[src/logic/wake_status_defines.vh]
// Summary of operation
// Bus timeout clear blocked until interrupt falls
// Wake register A: bus5 timer4 inputs2..0
// Fail-safe wakes also set source flags
// Wake register B: pin2 bit5, pin1 bit4
// Level register bits2..0 show wake inputs
// Level bit7 shows development mode strap
// Level bit6 shows pull-up configuration strap
// Pin levels refreshed in normal/stop if configured
// Cyclic sense: levels updated per sample
// No cyclic sensing on general pins
// Pin level shown even when driving switch
// Overload register bits3..0 per switch
// Open-load register bits3..0 per switch
// Reserved bits always read zero
// Power-on/soft reset clears flag registers
// Restart keeps wake register A and B flags
// Restart keeps switch flags, clears upper nibble
// Flags sticky until clear; new event wins
`ifndef WAKE_STATUS_DEFINES_VH
`define WAKE_STATUS_DEFINES_VH
`define ADDR_WAKE_SRC_A 7'h46
`define ADDR_WAKE_SRC_B 7'h47
`define ADDR_WAKE_LVL 7'h48
`define ADDR_SW_OVERLOAD 7'h54
`define ADDR_SW_OPEN_LOAD 7'h55
`define ADDR_BUS_STATUS 7'h44
`define WAKE_A_MASK 8'h37
`define WAKE_B_MASK 8'h30
`define SW_MASK 8'h0f
`define BIT_BUS_TIMEOUT 4
`define BIT_BUS_WAKE 5
`define BIT_TIMED_WAKE 4
`define BIT_PIN2_WAKE 5
`define BIT_PIN1_WAKE 4
`define BIT_DEV_STRAP 7
`define BIT_PULLUP_STRAP 6
`define BIT_PIN2_LVL 5
`define BIT_PIN1_LVL 4
`define BIT_WAKE_IN3 2
`define BIT_WAKE_IN2 1
`define BIT_WAKE_IN1 0
`define BIT_SW4 3
`define BIT_SW3 2
`define BIT_SW2 1
`define BIT_SW1 0
`define STRAP_LATCH_CNT 4'h7
`define STRAP_DONE_CNT 4'h8
`define ZERO8 8'h00
`endif

[src/logic/wake_and_switch_status_bank.v]
`timescale 1ns/1ps
`include "wake_status_defines.vh"
module wake_and_switch_status_bank (
    input wire core_clk, // 10 MHz clock
    input wire rst_n, // Async power-on reset, low
    input wire soft_reset, // Soft reset pulse
    input wire restart, // Restart-mode entry pulse
    input wire [6:0] rd_addr, // Register read address
    output reg [7:0] rd_data, // Read data, registered
    input wire clr_req, // Clear request pulse
    input wire [6:0] clr_addr, // Register to clear
    input wire int_n_pin, // Interrupt pin level
    input wire bus_timeout_event, // Bus timeout event pulse
    input wire bus_wake_event, // Bus wake pulse
    input wire timed_wake_event, // Timer wake pulse
    input wire [2:0] wake_input_event, // Wake inputs 3..1 pulses
    input wire [1:0] general_pin_wake_event, // Pin 2..1 wake pulses
    input wire wake_from_low_power, // Wake valid from sleep/stop
    input wire wake_from_fail_safe, // Wake valid from fail-safe
    input wire [2:0] wake_input_pin, // Wake input pin levels
    input wire [2:0] cyclic_sense_en, // Wake input sampled mode
    input wire [2:0] cyclic_sample_strobe, // Sampling event per input
    input wire [1:0] general_pin, // General pin levels
    input wire [1:0] general_pin_is_gpio, // Pin selected as general pin
    input wire [1:0] general_pin_cfg_active, // Pin as wake/LS/HS
    input wire normal_or_stop, // Normal or stop mode
    input wire fail_out3_test_pin, // Development-mode strap pin
    input wire int_pullup_detect, // Pull-up detect at config
    input wire [3:0] switch_overload_event, // Switch 4..1 overload
    input wire [3:0] switch_open_load_event, // Switch 4..1 open load
    output wire bus_timeout_flag // Bus timeout flag
);
    // ************************************************************
    // Input synchronisers
    // ************************************************************
    reg [2:0] wk_s1;
    reg [2:0] wk_s2;
    reg [2:0] wk_s3;
    reg [1:0] gp_s1;
    reg [1:0] gp_s2;
    reg [1:0] gp_s3;
    reg int_s1;
    reg int_s2;
    reg int_s3;
    reg fo_s1;
    reg fo_s2;
    reg fo_s3;
    reg pu_s1;
    reg pu_s2;
    reg pu_s3;
    // Three-stage capture of pin inputs
    always @(posedge core_clk or negedge rst_n) begin
        if (!rst_n) begin
            wk_s1 <= 3'h0;
            wk_s2 <= 3'h0;
            wk_s3 <= 3'h0;
            gp_s1 <= 2'h0;
            gp_s2 <= 2'h0;
            gp_s3 <= 2'h0;
            int_s1 <= 1'h1;
            int_s2 <= 1'h1;
            int_s3 <= 1'h1;
            fo_s1 <= 1'h0;
            fo_s2 <= 1'h0;
            fo_s3 <= 1'h0;
            pu_s1 <= 1'h0;
            pu_s2 <= 1'h0;
            pu_s3 <= 1'h0;
        end else begin
            wk_s1 <= wake_input_pin;
            wk_s2 <= wk_s1;
            wk_s3 <= wk_s2;
            gp_s1 <= general_pin;
            gp_s2 <= gp_s1;
            gp_s3 <= gp_s2;
            int_s1 <= int_n_pin;
            int_s2 <= int_s1;
            int_s3 <= int_s2;
            fo_s1 <= fail_out3_test_pin;
            fo_s2 <= fo_s1;
            fo_s3 <= fo_s2;
            pu_s1 <= int_pullup_detect;
            pu_s2 <= pu_s1;
            pu_s3 <= pu_s2;
        end
    end
    // ************************************************************
    // Filtered levels: change accepted when stages two and three agree
    // ************************************************************
    reg [2:0] wk_f_q;
    reg [1:0] gp_f_q;
    reg int_f_q;
    reg fo_f_q;
    reg pu_f_q;
    reg int_prev_q;
    // Agreement filters
    always @(posedge core_clk or negedge rst_n) begin
        if (!rst_n) begin
            wk_f_q <= 3'h0;
            gp_f_q <= 2'h0;
            int_f_q <= 1'h1;
            int_prev_q <= 1'h1;
            fo_f_q <= 1'h0;
            pu_f_q <= 1'h0;
        end else begin
            wk_f_q <= (wk_s2 & wk_s3) | (wk_f_q & (wk_s2 | wk_s3));
            gp_f_q <= (gp_s2 & gp_s3) | (gp_f_q & (gp_s2 | gp_s3));
            if (int_s2 == int_s3) int_f_q <= int_s2;
            int_prev_q <= int_f_q;
            if (fo_s2 == fo_s3) fo_f_q <= fo_s2;
            if (pu_s2 == pu_s3) pu_f_q <= pu_s2;
        end
    end
    wire int_fall = int_prev_q & ~int_f_q;
    // ************************************************************
    // Straps caught once after reset release
    // ************************************************************
    reg [3:0] strap_cnt_q;
    reg dev_strap_q;
    reg pullup_strap_q;
    // Latch straps once the filter has settled
    always @(posedge core_clk or negedge rst_n) begin
        if (!rst_n) begin
            strap_cnt_q <= 4'h0;
            dev_strap_q <= 1'h0;
            pullup_strap_q <= 1'h0;
        end else if (strap_cnt_q != `STRAP_DONE_CNT) begin
            strap_cnt_q <= strap_cnt_q + 4'h1;
            if (strap_cnt_q == `STRAP_LATCH_CNT) begin
                dev_strap_q <= fo_f_q;
                pullup_strap_q <= pu_f_q;
            end
        end
    end
    // ************************************************************
    // Clear decode and bus timeout guard
    // ************************************************************
    wire clr_a = clr_req & (clr_addr == `ADDR_WAKE_SRC_A);
    wire clr_b = clr_req & (clr_addr == `ADDR_WAKE_SRC_B);
    wire clr_ov = clr_req & (clr_addr == `ADDR_SW_OVERLOAD);
    wire clr_ol = clr_req & (clr_addr == `ADDR_SW_OPEN_LOAD);
    wire clr_to = clr_req & (clr_addr == `ADDR_BUS_STATUS);
    wire soft_clr = soft_reset;
    reg timeout_q;
    reg timeout_lock_q;
    // Flag locked from set until next interrupt falling edge
    always @(posedge core_clk or negedge rst_n) begin
        if (!rst_n) begin
            timeout_q <= 1'h0;
            timeout_lock_q <= 1'h0;
        end else if (soft_clr) begin
            timeout_q <= 1'h0;
            timeout_lock_q <= 1'h0;
        end else begin
            if (bus_timeout_event) begin
                timeout_q <= 1'h1;
                timeout_lock_q <= 1'h1;
            end else begin
                if (int_fall) timeout_lock_q <= 1'h0;
                if (clr_to && !timeout_lock_q) timeout_q <= 1'h0;
            end
        end
    end
    assign bus_timeout_flag = timeout_q;
    // ************************************************************
    // Wake source flags
    // ************************************************************
    wire wake_ok = wake_from_low_power | wake_from_fail_safe;
    reg [7:0] ev_a;
    reg [7:0] ev_b;
    // Map wake events onto register A positions
    always @* begin
        ev_a = `ZERO8;
        ev_a[`BIT_BUS_WAKE] = bus_wake_event;
        ev_a[`BIT_TIMED_WAKE] = timed_wake_event;
        ev_a[`BIT_WAKE_IN3] = wake_input_event[2];
        ev_a[`BIT_WAKE_IN2] = wake_input_event[1];
        ev_a[`BIT_WAKE_IN1] = wake_input_event[0];
        if (!wake_ok) begin
            ev_a = `ZERO8;
        end
    end
    // Map general pin wakes onto register B positions
    always @* begin
        ev_b = `ZERO8;
        ev_b[`BIT_PIN2_WAKE] = general_pin_wake_event[1];
        ev_b[`BIT_PIN1_WAKE] = general_pin_wake_event[0];
        if (!wake_ok) begin
            ev_b = `ZERO8;
        end
    end
    reg [7:0] wake_a_q;
    reg [7:0] wake_b_q;
    reg [7:0] overload_q;
    reg [7:0] open_load_q;
    // Wake register A: sticky, set wins over clear
    always @(posedge core_clk or negedge rst_n) begin
        if (!rst_n) begin
            wake_a_q <= `ZERO8;
        end else if (soft_clr) begin
            wake_a_q <= `ZERO8;
        end else if (restart) begin
            wake_a_q <= wake_a_q & `WAKE_A_MASK;
        end else begin
            wake_a_q <= ((clr_a ? `ZERO8 : wake_a_q) | ev_a) & `WAKE_A_MASK;
        end
    end
    // Wake register B: sticky, set wins over clear
    always @(posedge core_clk or negedge rst_n) begin
        if (!rst_n) begin
            wake_b_q <= `ZERO8;
        end else if (soft_clr) begin
            wake_b_q <= `ZERO8;
        end else if (restart) begin
            wake_b_q <= wake_b_q & `WAKE_B_MASK;
        end else begin
            wake_b_q <= ((clr_b ? `ZERO8 : wake_b_q) | ev_b) & `WAKE_B_MASK;
        end
    end
    // Overload register: one sticky flag per switch
    always @(posedge core_clk or negedge rst_n) begin
        if (!rst_n) begin
            overload_q <= `ZERO8;
        end else if (soft_clr) begin
            overload_q <= `ZERO8;
        end else if (restart) begin
            overload_q <= overload_q & `SW_MASK;
        end else begin
            overload_q <= (clr_ov ? `ZERO8 : overload_q) | {4'h0, switch_overload_event};
        end
    end
    // Open-load register: one sticky flag per switch
    always @(posedge core_clk or negedge rst_n) begin
        if (!rst_n) begin
            open_load_q <= `ZERO8;
        end else if (soft_clr) begin
            open_load_q <= `ZERO8;
        end else if (restart) begin
            open_load_q <= open_load_q & `SW_MASK;
        end else begin
            open_load_q <= (clr_ol ? `ZERO8 : open_load_q) | {4'h0, switch_open_load_event};
        end
    end
    // ************************************************************
    // Level mirror
    // ************************************************************
    reg [2:0] wk_lvl_q;
    reg [1:0] gp_lvl_q;
    integer i;
    integer j;
    // Wake inputs follow the pin live, or once per sample in cyclic mode
    always @(posedge core_clk or negedge rst_n) begin
        if (!rst_n) begin
            wk_lvl_q <= 3'h0;
        end else begin
            for (i = 0; i < 3; i = i + 1) begin
                if (!cyclic_sense_en[i] || cyclic_sample_strobe[i]) begin
                    wk_lvl_q[i] <= wk_f_q[i];
                end
            end
        end
    end
    // General pins are never sampled cyclically
    always @(posedge core_clk or negedge rst_n) begin
        if (!rst_n) begin
            gp_lvl_q <= 2'h0;
        end else begin
            for (j = 0; j < 2; j = j + 1) begin
                if (normal_or_stop && (general_pin_cfg_active[j] || general_pin_is_gpio[j])) begin
                    gp_lvl_q[j] <= gp_f_q[j];
                end
            end
        end
    end
    // ************************************************************
    // Named fields and read words
    // ************************************************************
    // Wake source fields
    wire bus_wake_flag = wake_a_q[`BIT_BUS_WAKE];
    wire timed_wake_flag = wake_a_q[`BIT_TIMED_WAKE];
    wire wake_input3_flag = wake_a_q[`BIT_WAKE_IN3];
    wire wake_input2_flag = wake_a_q[`BIT_WAKE_IN2];
    wire wake_input1_flag = wake_a_q[`BIT_WAKE_IN1];
    wire general_pin2_wake_flag = wake_b_q[`BIT_PIN2_WAKE];
    wire general_pin1_wake_flag = wake_b_q[`BIT_PIN1_WAKE];
    // Per-switch fault fields
    wire switch4_overload_flag = overload_q[`BIT_SW4];
    wire switch3_overload_flag = overload_q[`BIT_SW3];
    wire switch2_overload_flag = overload_q[`BIT_SW2];
    wire switch1_overload_flag = overload_q[`BIT_SW1];
    wire switch4_open_load_flag = open_load_q[`BIT_SW4];
    wire switch3_open_load_flag = open_load_q[`BIT_SW3];
    wire switch2_open_load_flag = open_load_q[`BIT_SW2];
    wire switch1_open_load_flag = open_load_q[`BIT_SW1];
    // Level fields
    wire development_mode_strap = dev_strap_q;
    wire pullup_config_strap = pullup_strap_q;
    wire general_pin2_level = gp_lvl_q[1];
    wire general_pin1_level = gp_lvl_q[0];
    wire wake_input3_level = wk_lvl_q[2];
    wire wake_input2_level = wk_lvl_q[1];
    wire wake_input1_level = wk_lvl_q[0];
    // Read words, reserved positions tied low
    wire [7:0] wake_a_word = {2'h0, bus_wake_flag, timed_wake_flag, 1'h0,
        wake_input3_flag, wake_input2_flag, wake_input1_flag};
    wire [7:0] wake_b_word = {2'h0, general_pin2_wake_flag, general_pin1_wake_flag,
        4'h0};
    wire [7:0] overload_word = {4'h0, switch4_overload_flag, switch3_overload_flag,
        switch2_overload_flag, switch1_overload_flag};
    wire [7:0] open_load_word = {4'h0, switch4_open_load_flag, switch3_open_load_flag,
        switch2_open_load_flag, switch1_open_load_flag};
    wire [7:0] lvl_word = {development_mode_strap, pullup_config_strap,
        general_pin2_level, general_pin1_level, 1'h0,
        wake_input3_level, wake_input2_level, wake_input1_level};
    wire [7:0] bus_status_word = {3'h0, timeout_q, 4'h0};
    // ************************************************************
    // Read port
    // ************************************************************
    // Registered read data, unmapped reads zero
    always @(posedge core_clk or negedge rst_n) begin
        if (!rst_n) begin
            rd_data <= `ZERO8;
        end else begin
            case (rd_addr)
                `ADDR_WAKE_SRC_A: rd_data <= wake_a_word;
                `ADDR_WAKE_SRC_B: rd_data <= wake_b_word;
                `ADDR_WAKE_LVL: rd_data <= lvl_word;
                `ADDR_SW_OVERLOAD: rd_data <= overload_word;
                `ADDR_SW_OPEN_LOAD: rd_data <= open_load_word;
                `ADDR_BUS_STATUS: rd_data <= bus_status_word;
                default: rd_data <= `ZERO8;
            endcase
        end
    end
endmodule // wake_and_switch_status_bank

[config.mk]
export PLATFORM = sky130hd
export DESIGN_NAME = wake_and_switch_status_bank
export DESIGN_NICKNAME = d
export VERILOG_FILES = /design/src/logic/wake_and_switch_status_bank.v
export VERILOG_INCLUDE_DIRS = /design/src /design/src/logic
export SDC_FILE = /design/constraint.sdc
export NUM_CORES = 1
export LEC_CHECK = 0
export ABC_AREA = 1
export BUFFER_PORTS_ARGS = -buffer_cell sky130_fd_sc_hd__clkbuf_2
export CAP_MARGIN = 10
export CELL_PAD_IN_SITES_DETAIL_PLACEMENT = 1
export CELL_PAD_IN_SITES_GLOBAL_PLACEMENT = 2
export CORE_MARGIN = 2
export CORE_UTILIZATION = 33
export DETAILED_ROUTE_END_ITERATION = 7
export HOLD_SLACK_MARGIN = 0.05
export PLACE_DENSITY_LB_ADDON = 0.05
export SKIP_LAST_GASP = 1
export SLEW_MARGIN = 15
export SYNTH_ARGS = -nofsm -noshare
export SYNTH_HDL_FRONTEND = slang
export SYNTH_SLANG_ARGS = --single-unit
export TNS_END_PERCENT = 50
[constraint.sdc]
create_clock -name core_clk -period 1.15 [get_ports core_clk]
set_input_delay 0 -clock core_clk [delete_from_list [all_inputs] [get_ports core_clk]]
set_output_delay 0 -clock core_clk [all_outputs]
set_load 0.01 [all_outputs]
Word-level counts from Yosys, hierarchy flattened
Cells that the tools add are included.
{ "totals": {"word_cells": 114, "input_bits": 56, "output_inout_bits": 9, "regBits": 82} }
{ "classes": {"bitwise_logic": 20, "muxes": 21, "reduce_logical": 15, "n_eq_ne": 17, "add_sub_neg": 1} }
{ "ops": {"columns": ["operator", "n"], "rows": [
  ["$eq 7x7->1 const B", 11],
  ["$mux 6", 8],
  ["$mux 8", 6],
  ["$pmux 8 s6", 1],
  ["$or 8x4->8", 2],
  ["$or 6x6->6", 2],
  ["$and 1x1->1", 6],
  ["$and 3x3->3", 2],
  ["$mux 1", 6],
  ["$or 3x3->3", 2],
  ["$reduce_bool 3->1", 2],
  ["$logic_or 1x1->1", 5],
  ["$add 4x1->4 const B", 1],
  ["$and 2x2->2", 2],
  ["$eq 4x3->1 const B", 1],
  ["$logic_not 1->1", 4],
  ["$ne 4x4->1 const B", 1],
  ["$or 2x2->2", 2],
  ["$eq 1x1->1", 3],
  ["$logic_and 1x1->1", 3],
  ["$ne 2x2->1 const B", 1],
  ["$reduce_and 2->1", 1],
  ["$not 1->1", 1],
  ["$or 1x1->1", 1]
]} }

Depth between registers and ports, before layout
Gate-level depths: netlist (run 1).
{ "depth": {"ltp_word": 6, "depth_mapped": 6, "depth_no_buf": 6} }

Least setup slack after synthesis (run 1)
No wires, ideal clock.
{ "synth_path": {"kind": "register to register", "start": "register strap_cnt_q[0]", "end": "register strap_cnt_q[0]", "required_ns": 1.023, "path_slack_ns": 0.156, "path_buffers": 0, "period_less_slack_ns": 0.994, "arrival_ns": 0.868, "path_stages_with_launch": 5, "setup_ns": 0.127, "cell_sequence": "dfrtp_1 -> inv_1 -> ha_1 -> nand3_1 -> xor2_1"} }
{ "synth_between": {"elab_chain_len": 1, "elab_cells_between_ends": 2, "classes_between": "1 x add/sub; 1 x eq/ne"} }
{ "synth_lines": {"columns": ["element", "line_no", "source"], "rows": [
  ["start, declared", "wake_and_switch_status_bank.v:118", "reg [3:0] strap_cnt_q;"],
  ["start signal, assigned", "wake_and_switch_status_bank.v:128", "strap_cnt_q <= strap_cnt_q + 4'h1;"],
  ["$add 4x1->4 or $ne 4x4->1 (tied branches)", null, null]
]} }
Several ways; a longest one is shown, not always the timed one.
A chain may end at the register's enable or synchronous reset.

Worst setup path in the final report (run 1)
{ "layout_path": {"start": "input wake_input_event[0]", "end": "register wake_a_q[0]"} }
{ "layout_between": {"elab_chain_len": 4} }
{ "layout_lines": {"columns": ["element", "line_no", "source"], "rows": [
  ["start, declared", "wake_and_switch_status_bank.v:16", "input wire [2:0] wake_input_event,"],
  ["$mux 6", "wake_and_switch_status_bank.v:179", "if (!wake_ok) begin"],
  ["$or 6x6->6", "wake_and_switch_status_bank.v:205", "wake_a_q <= ((clr_a ? `ZERO8 : wake_a_q) | ev_a) & `WAKE_A_MASK;"],
  ["$mux 6", "wake_and_switch_status_bank.v:202", "end else if (restart) begin"],
  ["$mux 6", "wake_and_switch_status_bank.v:200", "end else if (soft_clr) begin"],
  ["end signal, assigned", "wake_and_switch_status_bank.v:201", "wake_a_q <= `ZERO8;"],
  ["end signal, assigned", "wake_and_switch_status_bank.v:203", "wake_a_q <= wake_a_q & `WAKE_A_MASK;"],
  ["end signal, assigned", "wake_and_switch_status_bank.v:205", null],
  ["end, declared", "wake_and_switch_status_bank.v:192", "reg [7:0] wake_a_q;"]
]} }
No other way between the ends. The select of a mux whose other input is x is not followed.

==> results of run 1 <==
## worst max path at each step
stage                                       to  slack, ns  cells past startpoint
global placement    strap_cnt_q[0]$_DFFE_PN0P_       0.11                      4
finish                 wake_a_q[0]$_DFFE_PN0P_       0.06                      5
CTS                 strap_cnt_q[0]$_DFFE_PN0P_       0.03                      4
floorplan           strap_cnt_q[0]$_DFFE_PN0P_       0.16                      4
global route        strap_cnt_q[0]$_DFFE_PN0P_       0.01                      4
detailed placement  strap_cnt_q[0]$_DFFE_PN0P_       0.05                      4
## layout make-up
cell class,instances,area [µm²]
clock buffers,10,138
clock inverters,6,110
fillers,885,3940
inverters,25,93.8
multi-input cells,156,830
flip-flops and latches,69,1730
well taps,102,128
repair buffers,110,796
## registers in the layout, indices dropped and copies added (netlist names), 3 cells and up
name,cells
open_load_q,4
overload_q,4
rd_data,8
strap_cnt_q,4
wake_a_q,5
wk_f_q,3
wk_lvl_q,3
wk_s1,3
wk_s2,3
wk_s3,3
## stage by stage
stage               instances  power [mW]  area (µm²)
finish                    478        5.60        3830
global route              478        5.86        3830
CTS                       477        5.66        3810
detailed placement        419        3.11        3150
global placement          419        3.10        3150
floorplan                 251        2.86        2660
## tightest hold or removal path, cell delays in order
cell	delay, ns
sky130_fd_sc_hd__clkbuf_2	0.14
sky130_fd_sc_hd__nor3_4	0.09
sky130_fd_sc_hd__nand2_1	0.07
sky130_fd_sc_hd__nand2_1	0.05
## cells by family (layout without fill, tap and decap cells)
group	after synthesis	in the layout	share of synthesized area
AOI/OAI and AO/OA	15	15	0.0305
xor gates and xnor gates	2	2	0.00658
adders and majority gates	10	10	0.0395
buffers and inverters	26	151	0.0395
DFF	69	69	0.651
and+or+nand+nor	129	129	0.233
## power by group through the flow
stage | Combinational (mW) | Sequential, mW | Clock [mW]
6_report | 0.494 | 2.67 | 2.43
5_1_grt | 0.565 | 2.69 | 2.61
4_1_cts | 0.503 | 2.68 | 2.48
3_5_place_dp | 0.393 | 2.72 | 0
3_3_place_gp | 0.385 | 2.72 | 0
2_1_floorplan | 0.173 | 2.69 | 0
## layout by cell type, fill, tap and decap left out, types with 3 or more instances in the layout
master and count:
sky130_fd_sc_hd__maj3_1 8, sky130_fd_sc_hd__a21oi_1 5, sky130_fd_sc_hd__nand3_1 40, sky130_fd_sc_hd__inv_1 23
sky130_fd_sc_hd__nand2_2 5, sky130_fd_sc_hd__bufinv_16 3, sky130_fd_sc_hd__a31oi_1 3, sky130_fd_sc_hd__clkbuf_8 10
sky130_fd_sc_hd__clkbuf_2 63, sky130_fd_sc_hd__o21ai_0 5, sky130_fd_sc_hd__dfstp_2 5, sky130_fd_sc_hd__nand4_1 4
sky130_fd_sc_hd__nor2_1 14, sky130_fd_sc_hd__dlygate4sd3_1 42, sky130_fd_sc_hd__nor2_2 7, sky130_fd_sc_hd__dfrtp_1 64
sky130_fd_sc_hd__nand2_1 52
## repair_timing
action                                 4_1_cts  5_1_grt
gates resized for setup                      0        1
hold buffers                                42        0
setup buffers                                0        1
endpoints found under the hold margin       95        0
setup endpoints to repair                    0        4
## per-layer routing
layer	wire length, µm	share of wire	vias to the layer above	track usage
li1	-	-	1058	-
met1	2910	0.45	1038	0.207
met2	3240	0.50	40	0.285
met3	252	0.039	4	0.0465
met4	52	0.0081	0	0.0362
met5	0	0	-	0
==> run summary, run 1 <==
STA
---------------------------------------------------------------------------------
Fin. Hold Viols                                                                 0
Worst Skew                                                             0.00643 ns
Transition at the pin with the smallest max-transition slack             0.436 ns
Slew Limit Headroom                                                         0.709
Unrepaired setup endpoints after global routing                               yes
Count of final max-slew check failures                                          0
Sum of negative setup slack                                                  0 ns
Minimum setup slack in the final design                                 0.0597 ns
Final-layout worst hold slack                                           0.0579 ns
Fmax                                                                      917 MHz
Ratio of final minimum period to clock period                               0.948
Final Critical Period                                                     1.09 ns
Final setup viols                                                               0

WORST SETUP PATH
---------------------------------------------------------------------------------
R2r startpoint                                                       strap_cnt_q[1]$_DFFE_PN0P_
Critical Path Start                                                  wake_input_event[0]
Number of buffers and inverters on the critical path                            3
CP cell instances                                                    dlygate4sd3_1, clkbuf_2, nand2_1, dlygate4sd3_1, nand2_1
Required time of the critical path                                        1.38 ns
Worst R2R Path Depth                                                            4
CP Max Fanout                                                                   1
Critical Path End Type                                                   register
Cell at the slowest stage of the critical path                       sky130_fd_sc_hd__dlygate4sd3_1
Peak per-stage delay on the critical path                                 0.55 ns
Critical path launch point type                                      primary input
Largest delay contributor family on the critical path                buffers and inverters
Category of the most critical setup path                                in -> reg
Capture point of the worst reg-to-reg path                           strap_cnt_q[0]$_DFFE_PN0P_
Worst R2R Setup Slack                                                     0.10 ns
Crit path arrival time                                                    1.32 ns

ROUTE
---------------------------------------------------------------------------------
Detailed-route wire length per cell                                       13.5 µm
Total via count after detailed routing                                      2,140
Antenna-violating nets left                                                     0
Via density                                                                  4.48
Drt total wl                                                              6460 µm
Number of detailed-routing iterations run before antenna repair                 4
Post-detailed-route DRC marker count                                            0
Detailed Route Iter0 Violations                                                82

POWER AND IR DROP
---------------------------------------------------------------------------------
Psw                                                                       1.26 mW
Portion of total power attributed to combinational logic                    0.088
Power per cell area                                                   1460 nW/µm²
Leakage power of the design                                               1.90 nW
Internal power consumption                                                4.34 mW
Fraction of power consumed by the clock network                             0.434
Fraction of power spent switching nets                                      0.225
Share of power burned in registers                                          0.478
Peak supply drop                                                         0.950 mV

CLOCK TREE
---------------------------------------------------------------------------------
CTS H-tree lvls                                                                 3
Clock sink count                                                               69
CTS tree                                                                     done
Clock latency of the later-clocked register in the worst-skew pair        0.34 ns
Number of buffers created by CTS                                                9
Root buffer cell                                                     sky130_fd_sc_hd__clkbuf_8
Clock Pin Slew Worst Setup and Hold Paths                                 0.07 ns
Largest buffer count on any clock path                                          2

GRT
---------------------------------------------------------------------------------
Maximum number of pins on one net before global-route repair                   26
GRT Overall Usage                                                           0.165
Number of global-route vias before repair                                   2,343
Congestion Overflow GR                                                          0
Antenna violations before repair                                                0
Global-route wire length before repair                                  11,100 µm

HOLD PATH
---------------------------------------------------------------------------------
Worst Hold Path EP                                                   wake_b_q[4]$_DFFE_PN0P_
Min-delay src                                                          soft_reset
Hold Crit Class                                                         in -> reg
Worst Hold Depth                                                                4

RUN STATUS
---------------------------------------------------------------------------------
Result of the run                                                    finished clean

FLOORPLANNING
---------------------------------------------------------------------------------
Die area                                                                 8800 µm²
Die X                                                                     93.8 µm
Number of I/O pins                                                             65
Core ar.                                                                 7770 µm²
Starting density of the core                                                0.343
Die span in y                                                             93.8 µm
Site row count                                                                 32

CELLS AND AREA
---------------------------------------------------------------------------------
Fin nets                                                                      429
Ratio of cells with drive above 1 in the final layout                       0.290
Final design utilization                                                    0.493
Ant. Diodes                                                                     0
Growth of design area from synthesis to finish                              43.7%

SYNTH
---------------------------------------------------------------------------------
Proportion of synthesized chip area in sequential cells                     0.651
Synthesized Nets                                                              309
Synth area leader                                                    sky130_fd_sc_hd__dfrtp_1
Count of flip-flops with a built-in enable after synthesis                      0
Yosys synthesis warning count                                                   0
#FFs+latches synth                                                             69
Post-synthesis average cell area                                         10.6 µm²
Most used flip-flop cell after synthesis                             sky130_fd_sc_hd__dfrtp_1
Synth cell types                                                               25
Most instantiated cells after synthesis                              sky130_fd_sc_hd__dfrtp_1 (64), sky130_fd_sc_hd__nand2_1 (52), sky130_fd_sc_hd__nand3_1 (41), sky130_fd_sc_hd__inv_1 (23), sky130_fd_sc_hd__nor2_1 (14)
Fraction of registers with async set or reset after synthesis                1.00
Synth top area share                                                        0.602
Dominant cell by count in the synthesized netlist                    sky130_fd_sc_hd__dfrtp_1
Syn Std Cell Area                                                        2660 µm²
Cell types occupying the most area after synthesis                   sky130_fd_sc_hd__dfrtp_1 (60%), sky130_fd_sc_hd__nand3_1 (7.7%), sky130_fd_sc_hd__nand2_1 (7.3%)
Syn Inst Count                                                                251

PLACE
---------------------------------------------------------------------------------
Worst-case setup slack after placement                                  0.0460 ns
Routability congestion estimate from global placement                       0.750
IO buf count                                                                   64
Detailed Place HPWL                                                       4580 µm

FLOW RUN
---------------------------------------------------------------------------------
Max-cap violations                                                              0

No activity file was read; power rests on OpenSTA's default activity.
==> run 2, diff against run 1 <==
==> constraint.sdc (replaced) <==
create_clock -name core_clk -period 1.15 [get_ports core_clk]
set_input_delay 0.0575 -clock core_clk [delete_from_list [all_inputs] [get_ports core_clk]]
set_output_delay 0.0575 -clock core_clk [all_outputs]
set_load 0.01 [all_outputs]
==> run summary, run 2 (same netlist as run 1, synthesis figures left out) <==
CELLS AND AREA
---------------------------------------------------------------------------------
Leading cell type in the layout, fill and taps excluded              sky130_fd_sc_hd__dfrtp_1
Flip-flop count of the largest register after layout                            8
Fin nets                                                                      422
Ratio of cells with drive above 1 in the final layout                       0.295
Largest registers                                                    rd_data x8, wake_a_q x5
Biggest register                                                          rd_data
Growth of design area from synthesis to finish                              38.6%
Most frequent cells in the layout                                    sky130_fd_sc_hd__dfrtp_1 (64), sky130_fd_sc_hd__clkbuf_2 (63), sky130_fd_sc_hd__nand2_1 (52)
Ant. Diodes                                                                     0

FLOORPLANNING
---------------------------------------------------------------------------------
Die X                                                                     93.8 µm
Starting density of the core                                                0.343
Core ar.                                                                 7770 µm²
Die area                                                                 8800 µm²
Site row count                                                                 32
Die span in y                                                             93.8 µm
Number of I/O pins                                                             65

POWER AND IR DROP
---------------------------------------------------------------------------------
Peak supply drop                                                         0.857 mV
Internal power consumption                                                3.64 mW
Fraction of power consumed by the clock network                             0.365
Psw                                                                       1.32 mW
Portion of total power attributed to combinational logic                    0.096
Fraction of power spent switching nets                                      0.267
Power per cell area                                                   1340 nW/µm²
Share of power burned in registers                                          0.538
Leakage power of the design                                               1.84 nW

RUN STATUS
---------------------------------------------------------------------------------
Result of the run                                                    finished clean

WORST SETUP PATH
---------------------------------------------------------------------------------
Critical Path End Type                                                   register
Cell at the slowest stage of the critical path                       sky130_fd_sc_hd__dfrtp_1
CP cell instances                                                    inv_1, ha_1, nand3_1, xor2_1
Category of the most critical setup path                               reg -> reg
CP Max Fanout                                                                   3
Crit path arrival time                                                    1.31 ns
Required time of the critical path                                        1.39 ns
Critical path launch point type                                          register
Peak per-stage delay on the critical path                                 0.41 ns

STA
---------------------------------------------------------------------------------
Sum of negative setup slack                                                  0 ns
Count of final max-slew check failures                                          0
Final-layout worst hold slack                                           0.0552 ns
Worst Skew                                                             0.00713 ns
Transition at the pin with the smallest max-transition slack             0.426 ns
Final setup viols                                                               0
Ratio of final minimum period to clock period                               0.929
Fmax                                                                      936 MHz
Final Critical Period                                                     1.07 ns
Slew Limit Headroom                                                         0.716
Fin. Hold Viols                                                                 0
Unrepaired setup endpoints after global routing                                no

GRT
---------------------------------------------------------------------------------
Global-route wire length before repair                                  10,600 µm
GRT Overall Usage                                                           0.160
Antenna violations before repair                                                0
Congestion Overflow GR                                                          0
Maximum number of pins on one net before global-route repair                   26
Number of global-route vias before repair                                   2,306

FLOW RUN
---------------------------------------------------------------------------------
Max-cap violations                                                              0

CLOCK TREE
---------------------------------------------------------------------------------
Number of buffers created by CTS                                                9
Root buffer cell                                                     sky130_fd_sc_hd__clkbuf_8
Clock Pin Slew Worst Setup and Hold Paths                                 0.08 ns
Largest buffer count on any clock path                                          2
Clock sink count                                                               69
CTS tree                                                                     done
CTS H-tree lvls                                                                 3
Clock latency of the later-clocked register in the worst-skew pair        0.35 ns

PLACE
---------------------------------------------------------------------------------
Detailed Place HPWL                                                       4620 µm
IO buf count                                                                   64
Routability congestion estimate from global placement                       0.753

ROUTE
---------------------------------------------------------------------------------
Antenna-violating nets left                                                     0
Total via count after detailed routing                                      2,133
Via density                                                                  4.53
Drt total wl                                                              6200 µm
Number of detailed-routing iterations run before antenna repair                 4
Post-detailed-route DRC marker count                                            0
Detailed-route wire length per cell                                       13.2 µm
Detailed Route Iter0 Violations                                                55

HOLD PATH
---------------------------------------------------------------------------------
Hold Crit Class                                                         in -> reg

-- run 2: cell count changes in the layout (fill, tap and decap cells not counted), sizes merged --
cell,change
bufinv,-3
clkbuf,-1
clkinvlp,+1
dlygate4sd3,-7
inv,+3
-- run 2: power by group through the flow --
| stage | Combinational [mW] | Sequential (mW) | Clock, mW |
|---|---|---|---|
| 3_5_place_dp | 0.397 | 2.72 | 0 |
| 5_1_grt | 0.546 | 2.69 | 1.99 |
| 6_report | 0.478 | 2.67 | 1.81 |
| 3_3_place_gp | 0.385 | 2.72 | 0 |
| 4_1_cts | 0.490 | 2.67 | 1.89 |
| 2_1_floorplan | 0.173 | 2.69 | 0 |
-- run 2: worst paths after layout --
check | startpoint | endpoint | slack [ns] | cells past startpoint
setup / recovery | strap_cnt_q[1]$_DFFE_PN0P_ | strap_cnt_q[0]$_DFFE_PN0P_ | 0.08 | 4
hold / removal | general_pin_is_gpio[0] | gp_lvl_q[0]$_DFFE_PN0P_ | 0.06 | 4
setup reg to reg | strap_cnt_q[1]$_DFFE_PN0P_ | strap_cnt_q[0]$_DFFE_PN0P_ | 0.08 | 4
hold reg to reg | int_s1$_DFF_PN1_ | int_s2$_DFF_PN1_ | 0.35 | 0
max in group asynchronous | rst_n | int_f_q$_DFFE_PN1N_ | 0.43 | 3
min in group asynchronous | rst_n | wake_b_q[5]$_DFFE_PN0P_ | 0.18 | 2
-- run 2: stage by stage --
stage	instance area (µm²)	power [mW]	utilization	std cells	worst slack, ns
after floorplan	2660	2.86	-	251	0.156
after global placement	3150	3.10	0.405	419	0.116
after detailed placement	3150	3.12	0.405	419	0.0638
after CTS	3680	5.05	0.474	470	0.0439
after global routing	3690	5.22	0.475	471	0.0257
final	3690	4.96	0.475	471	0.0821
-- run 2: final cells by class --
type                       instances  area (µm²)
fill                             887        4080
sequential                        69        1730
multi-input combinational        156         830
timing repair buffer             103         726
tap                              102         128
clock buffer                       9         124
inverter                          25        93.8
clock inverter                     7        57.6
-- run 2: routing by layer --
metal | GRT usage | routed length [µm] | up-vias | part of all wire
li1 | - | - | 1045 | -
met1 | 0.195 | 2720 | 1036 | 0.44
met2 | 0.268 | 3130 | 41 | 0.50
met3 | 0.0441 | 231 | 11 | 0.037
met4 | 0.0652 | 114 | 0 | 0.018
met5 | 0 | 0 | - | 0
-- run 2: critical path: cells and delay by family, from the launching register on --
kind                       cells  cell delay (ns)
DFF                            1             0.41
adders and majority gates      1             0.17
xor gates and xnor gates       1             0.16
and+or+nand+nor                1             0.13
buffers and inverters          1             0.09
-- run 2: timing repair --
action / CTS / global route
setup buffers: 0 / 1
hold buffers: 35 / 0
hold endpoints to repair: 94 / 0
setup endpoints to repair: 0 / 2
gates resized for setup: 0 / 1
==> run 3, diff against run 2 <==
CTS_CLUSTER_SIZE = 30   (was not set)
clock period = 1.2 ns   (was 1.15 ns; I/O delays follow)
==> run summary, run 3 (same netlist as run 1, synthesis figures left out) <==
POWER AND IR DROP
---------------------------------------------------------------------------------
Peak supply drop                                                         0.829 mV
Leakage power of the design                                               1.84 nW
Power per cell area                                                   1290 nW/µm²

ROUTE
---------------------------------------------------------------------------------
Via density                                                                  4.47
Post-detailed-route DRC marker count                                            0
Drt total wl                                                              6320 µm
Detailed-route wire length per cell                                       13.5 µm
Number of detailed-routing iterations run before antenna repair                 4
Detailed Route Iter0 Violations                                                37
Antenna-violating nets left                                                     0
Total via count after detailed routing                                      2,100

CLOCK TREE
---------------------------------------------------------------------------------
Clock sink count                                                               69
CTS tree                                                                     done
Root buffer cell                                                     sky130_fd_sc_hd__clkbuf_8
Clock Pin Slew Worst Setup and Hold Paths                                 0.08 ns
Total of hold buffers inserted after clock tree synthesis                      35
CTS H-tree lvls                                                                 3
Clock latency of the later-clocked register in the worst-skew pair        0.34 ns
Setup bufs post-CTS                                                             0
Number of gates given a new drive strength after cts                            0
Largest buffer count on any clock path                                          2
Number of buffers created by CTS                                                9

STA
---------------------------------------------------------------------------------
Count of final max-slew check failures                                          0
Fmax                                                                      899 MHz
Final-layout worst hold slack                                           0.0601 ns
Unrepaired setup endpoints after global routing                                no
Final setup viols                                                               0
Fin. Hold Viols                                                                 0
Worst Skew                                                             0.00831 ns
Final Critical Period                                                     1.11 ns
Sum of negative setup slack                                                  0 ns
Slew Limit Headroom                                                         0.710
Transition at the pin with the smallest max-transition slack             0.435 ns
Ratio of final minimum period to clock period                               0.927

WORST SETUP PATH
---------------------------------------------------------------------------------
Worst R2R Path Depth                                                            4
Category of the most critical setup path                               reg -> reg
Capture point of the worst reg-to-reg path                           strap_cnt_q[0]$_DFFE_PN0P_
CP cell instances                                                    inv_1, ha_1, nand3_1, xor2_1
R2r startpoint                                                       strap_cnt_q[0]$_DFFE_PN0P_
CP Max Fanout                                                                   4
Peak per-stage delay on the critical path                                 0.43 ns
Critical Path End Type                                                   register
Cell at the slowest stage of the critical path                       sky130_fd_sc_hd__dfrtp_1
Required time of the critical path                                        1.43 ns
Critical path launch point type                                          register
Crit path arrival time                                                    1.34 ns
Worst R2R Setup Slack                                                     0.09 ns

CELLS AND AREA
---------------------------------------------------------------------------------
Growth of design area from synthesis to finish                              38.2%
Ant. Diodes                                                                     0
Final design utilization                                                    0.474
Largest registers                                                    rd_data x8, wake_a_q x5
Ratio of cells with drive above 1 in the final layout                       0.291
Flip-flop count of the largest register after layout                            8
Fin nets                                                                      421
Post-route insts no fill                                                      470
Biggest register                                                          rd_data
Leading cell type in the layout, fill and taps excluded              sky130_fd_sc_hd__dfrtp_1
Most frequent cells in the layout                                    sky130_fd_sc_hd__dfrtp_1 (64), sky130_fd_sc_hd__clkbuf_2 (63), sky130_fd_sc_hd__nand2_1 (52)

GRT
---------------------------------------------------------------------------------
Maximum number of pins on one net before global-route repair                   26
Global-route wire length before repair                                  10,800 µm
Number of global-route vias before repair                                   2,335
Antenna violations before repair                                                0
Congestion Overflow GR                                                          0
GRT Overall Usage                                                           0.161

HOLD PATH
---------------------------------------------------------------------------------
Hold Crit Class                                                         in -> reg
Worst Hold Depth                                                                4
Worst Hold Path EP                                                   gp_lvl_q[0]$_DFFE_PN0P_
Min-delay src                                                        general_pin_is_gpio[0]

FLOW RUN
---------------------------------------------------------------------------------
Max-cap violations                                                              0

FLOORPLANNING
---------------------------------------------------------------------------------
Starting density of the core                                                0.343
Site row count                                                                 32
Die area                                                                 8800 µm²
Die X                                                                     93.8 µm
Core ar.                                                                 7770 µm²
Die span in y                                                             93.8 µm
Number of I/O pins                                                             65

PLACE
---------------------------------------------------------------------------------
Total placed cells including tap cells                                        419
IO buf count                                                                   64
Routability congestion estimate from global placement                       0.753
Detailed Place HPWL                                                       4610 µm

RUN STATUS
---------------------------------------------------------------------------------
Result of the run                                                    finished clean

[run 3: changes by cell type in the layout (fill, tap and decap cells not counted)]
cell / change
sky130_fd_sc_hd__buf_4: -1
sky130_fd_sc_hd__nand3_1: +1
sky130_fd_sc_hd__nand3_2: -1
[run 3: power breakdown]
group | internal [mW] | switching, mW
sequential | 2.48 | 0.0824
clock | 0.773 | 0.953
combinational | 0.234 | 0.226
[run 3: metrics by stage]
| stage | worst slack [ns] | instance area (µm²) | total power [mW] |
|---|---|---|---|
| 2_1_floorplan | 0.206 | 2660 | 2.74 |
| 3_5_place_dp | 0.0946 | 3150 | 2.99 |
| 6_report | 0.0877 | 3680 | 4.75 |
| 5_1_grt | 0.0219 | 3680 | 5.02 |
| 3_3_place_gp | 0.167 | 3150 | 2.97 |
| 4_1_cts | 0.0783 | 3680 | 4.84 |
[run 3: how the worst max path moves through the flow]
stage | to | start
finish | strap_cnt_q[0]$_DFFE_PN0P_ | strap_cnt_q[0]$_DFFE_PN0P_
global placement | strap_cnt_q[0]$_DFFE_PN0P_ | strap_cnt_q[0]$_DFFE_PN0P_
floorplan | strap_cnt_q[0]$_DFFE_PN0P_ | strap_cnt_q[0]$_DFFE_PN0P_
detailed placement | strap_cnt_q[0]$_DFFE_PN0P_ | strap_cnt_q[0]$_DFFE_PN0P_
global route | strap_cnt_q[1]$_DFFE_PN0P_ | strap_cnt_q[1]$_DFFE_PN0P_
CTS | strap_cnt_q[0]$_DFFE_PN0P_ | strap_cnt_q[0]$_DFFE_PN0P_
[run 3: critical path: cells and delay by family, from the launching register on]
| family | cells | cell delay (ns) |
|---|---|---|
| simple gates | 1 | 0.15 |
| fa+ha+maj | 1 | 0.17 |
| buf+inv | 1 | 0.08 |
| xor+xnor | 1 | 0.17 |
| flops | 1 | 0.43 |
[run 3: cell type report]
class | count | area, µm²
fill | 897 | 4090
sequential | 69 | 1730
multi-input combinational | 156 | 825
timing repair buffer | 102 | 718
tap | 102 | 128
clock buffer | 9 | 124
inverter | 25 | 93.8
clock inverter | 7 | 57.6
[run 3: metal layers]
metal	global-route usage	routed length [µm]	up-vias
met1	0.196	2810	1004
met3	0.0498	251	7
met2	0.273	3170	44
li1	-	-	1045
met4	0.0507	92	0
met5	0	0	-
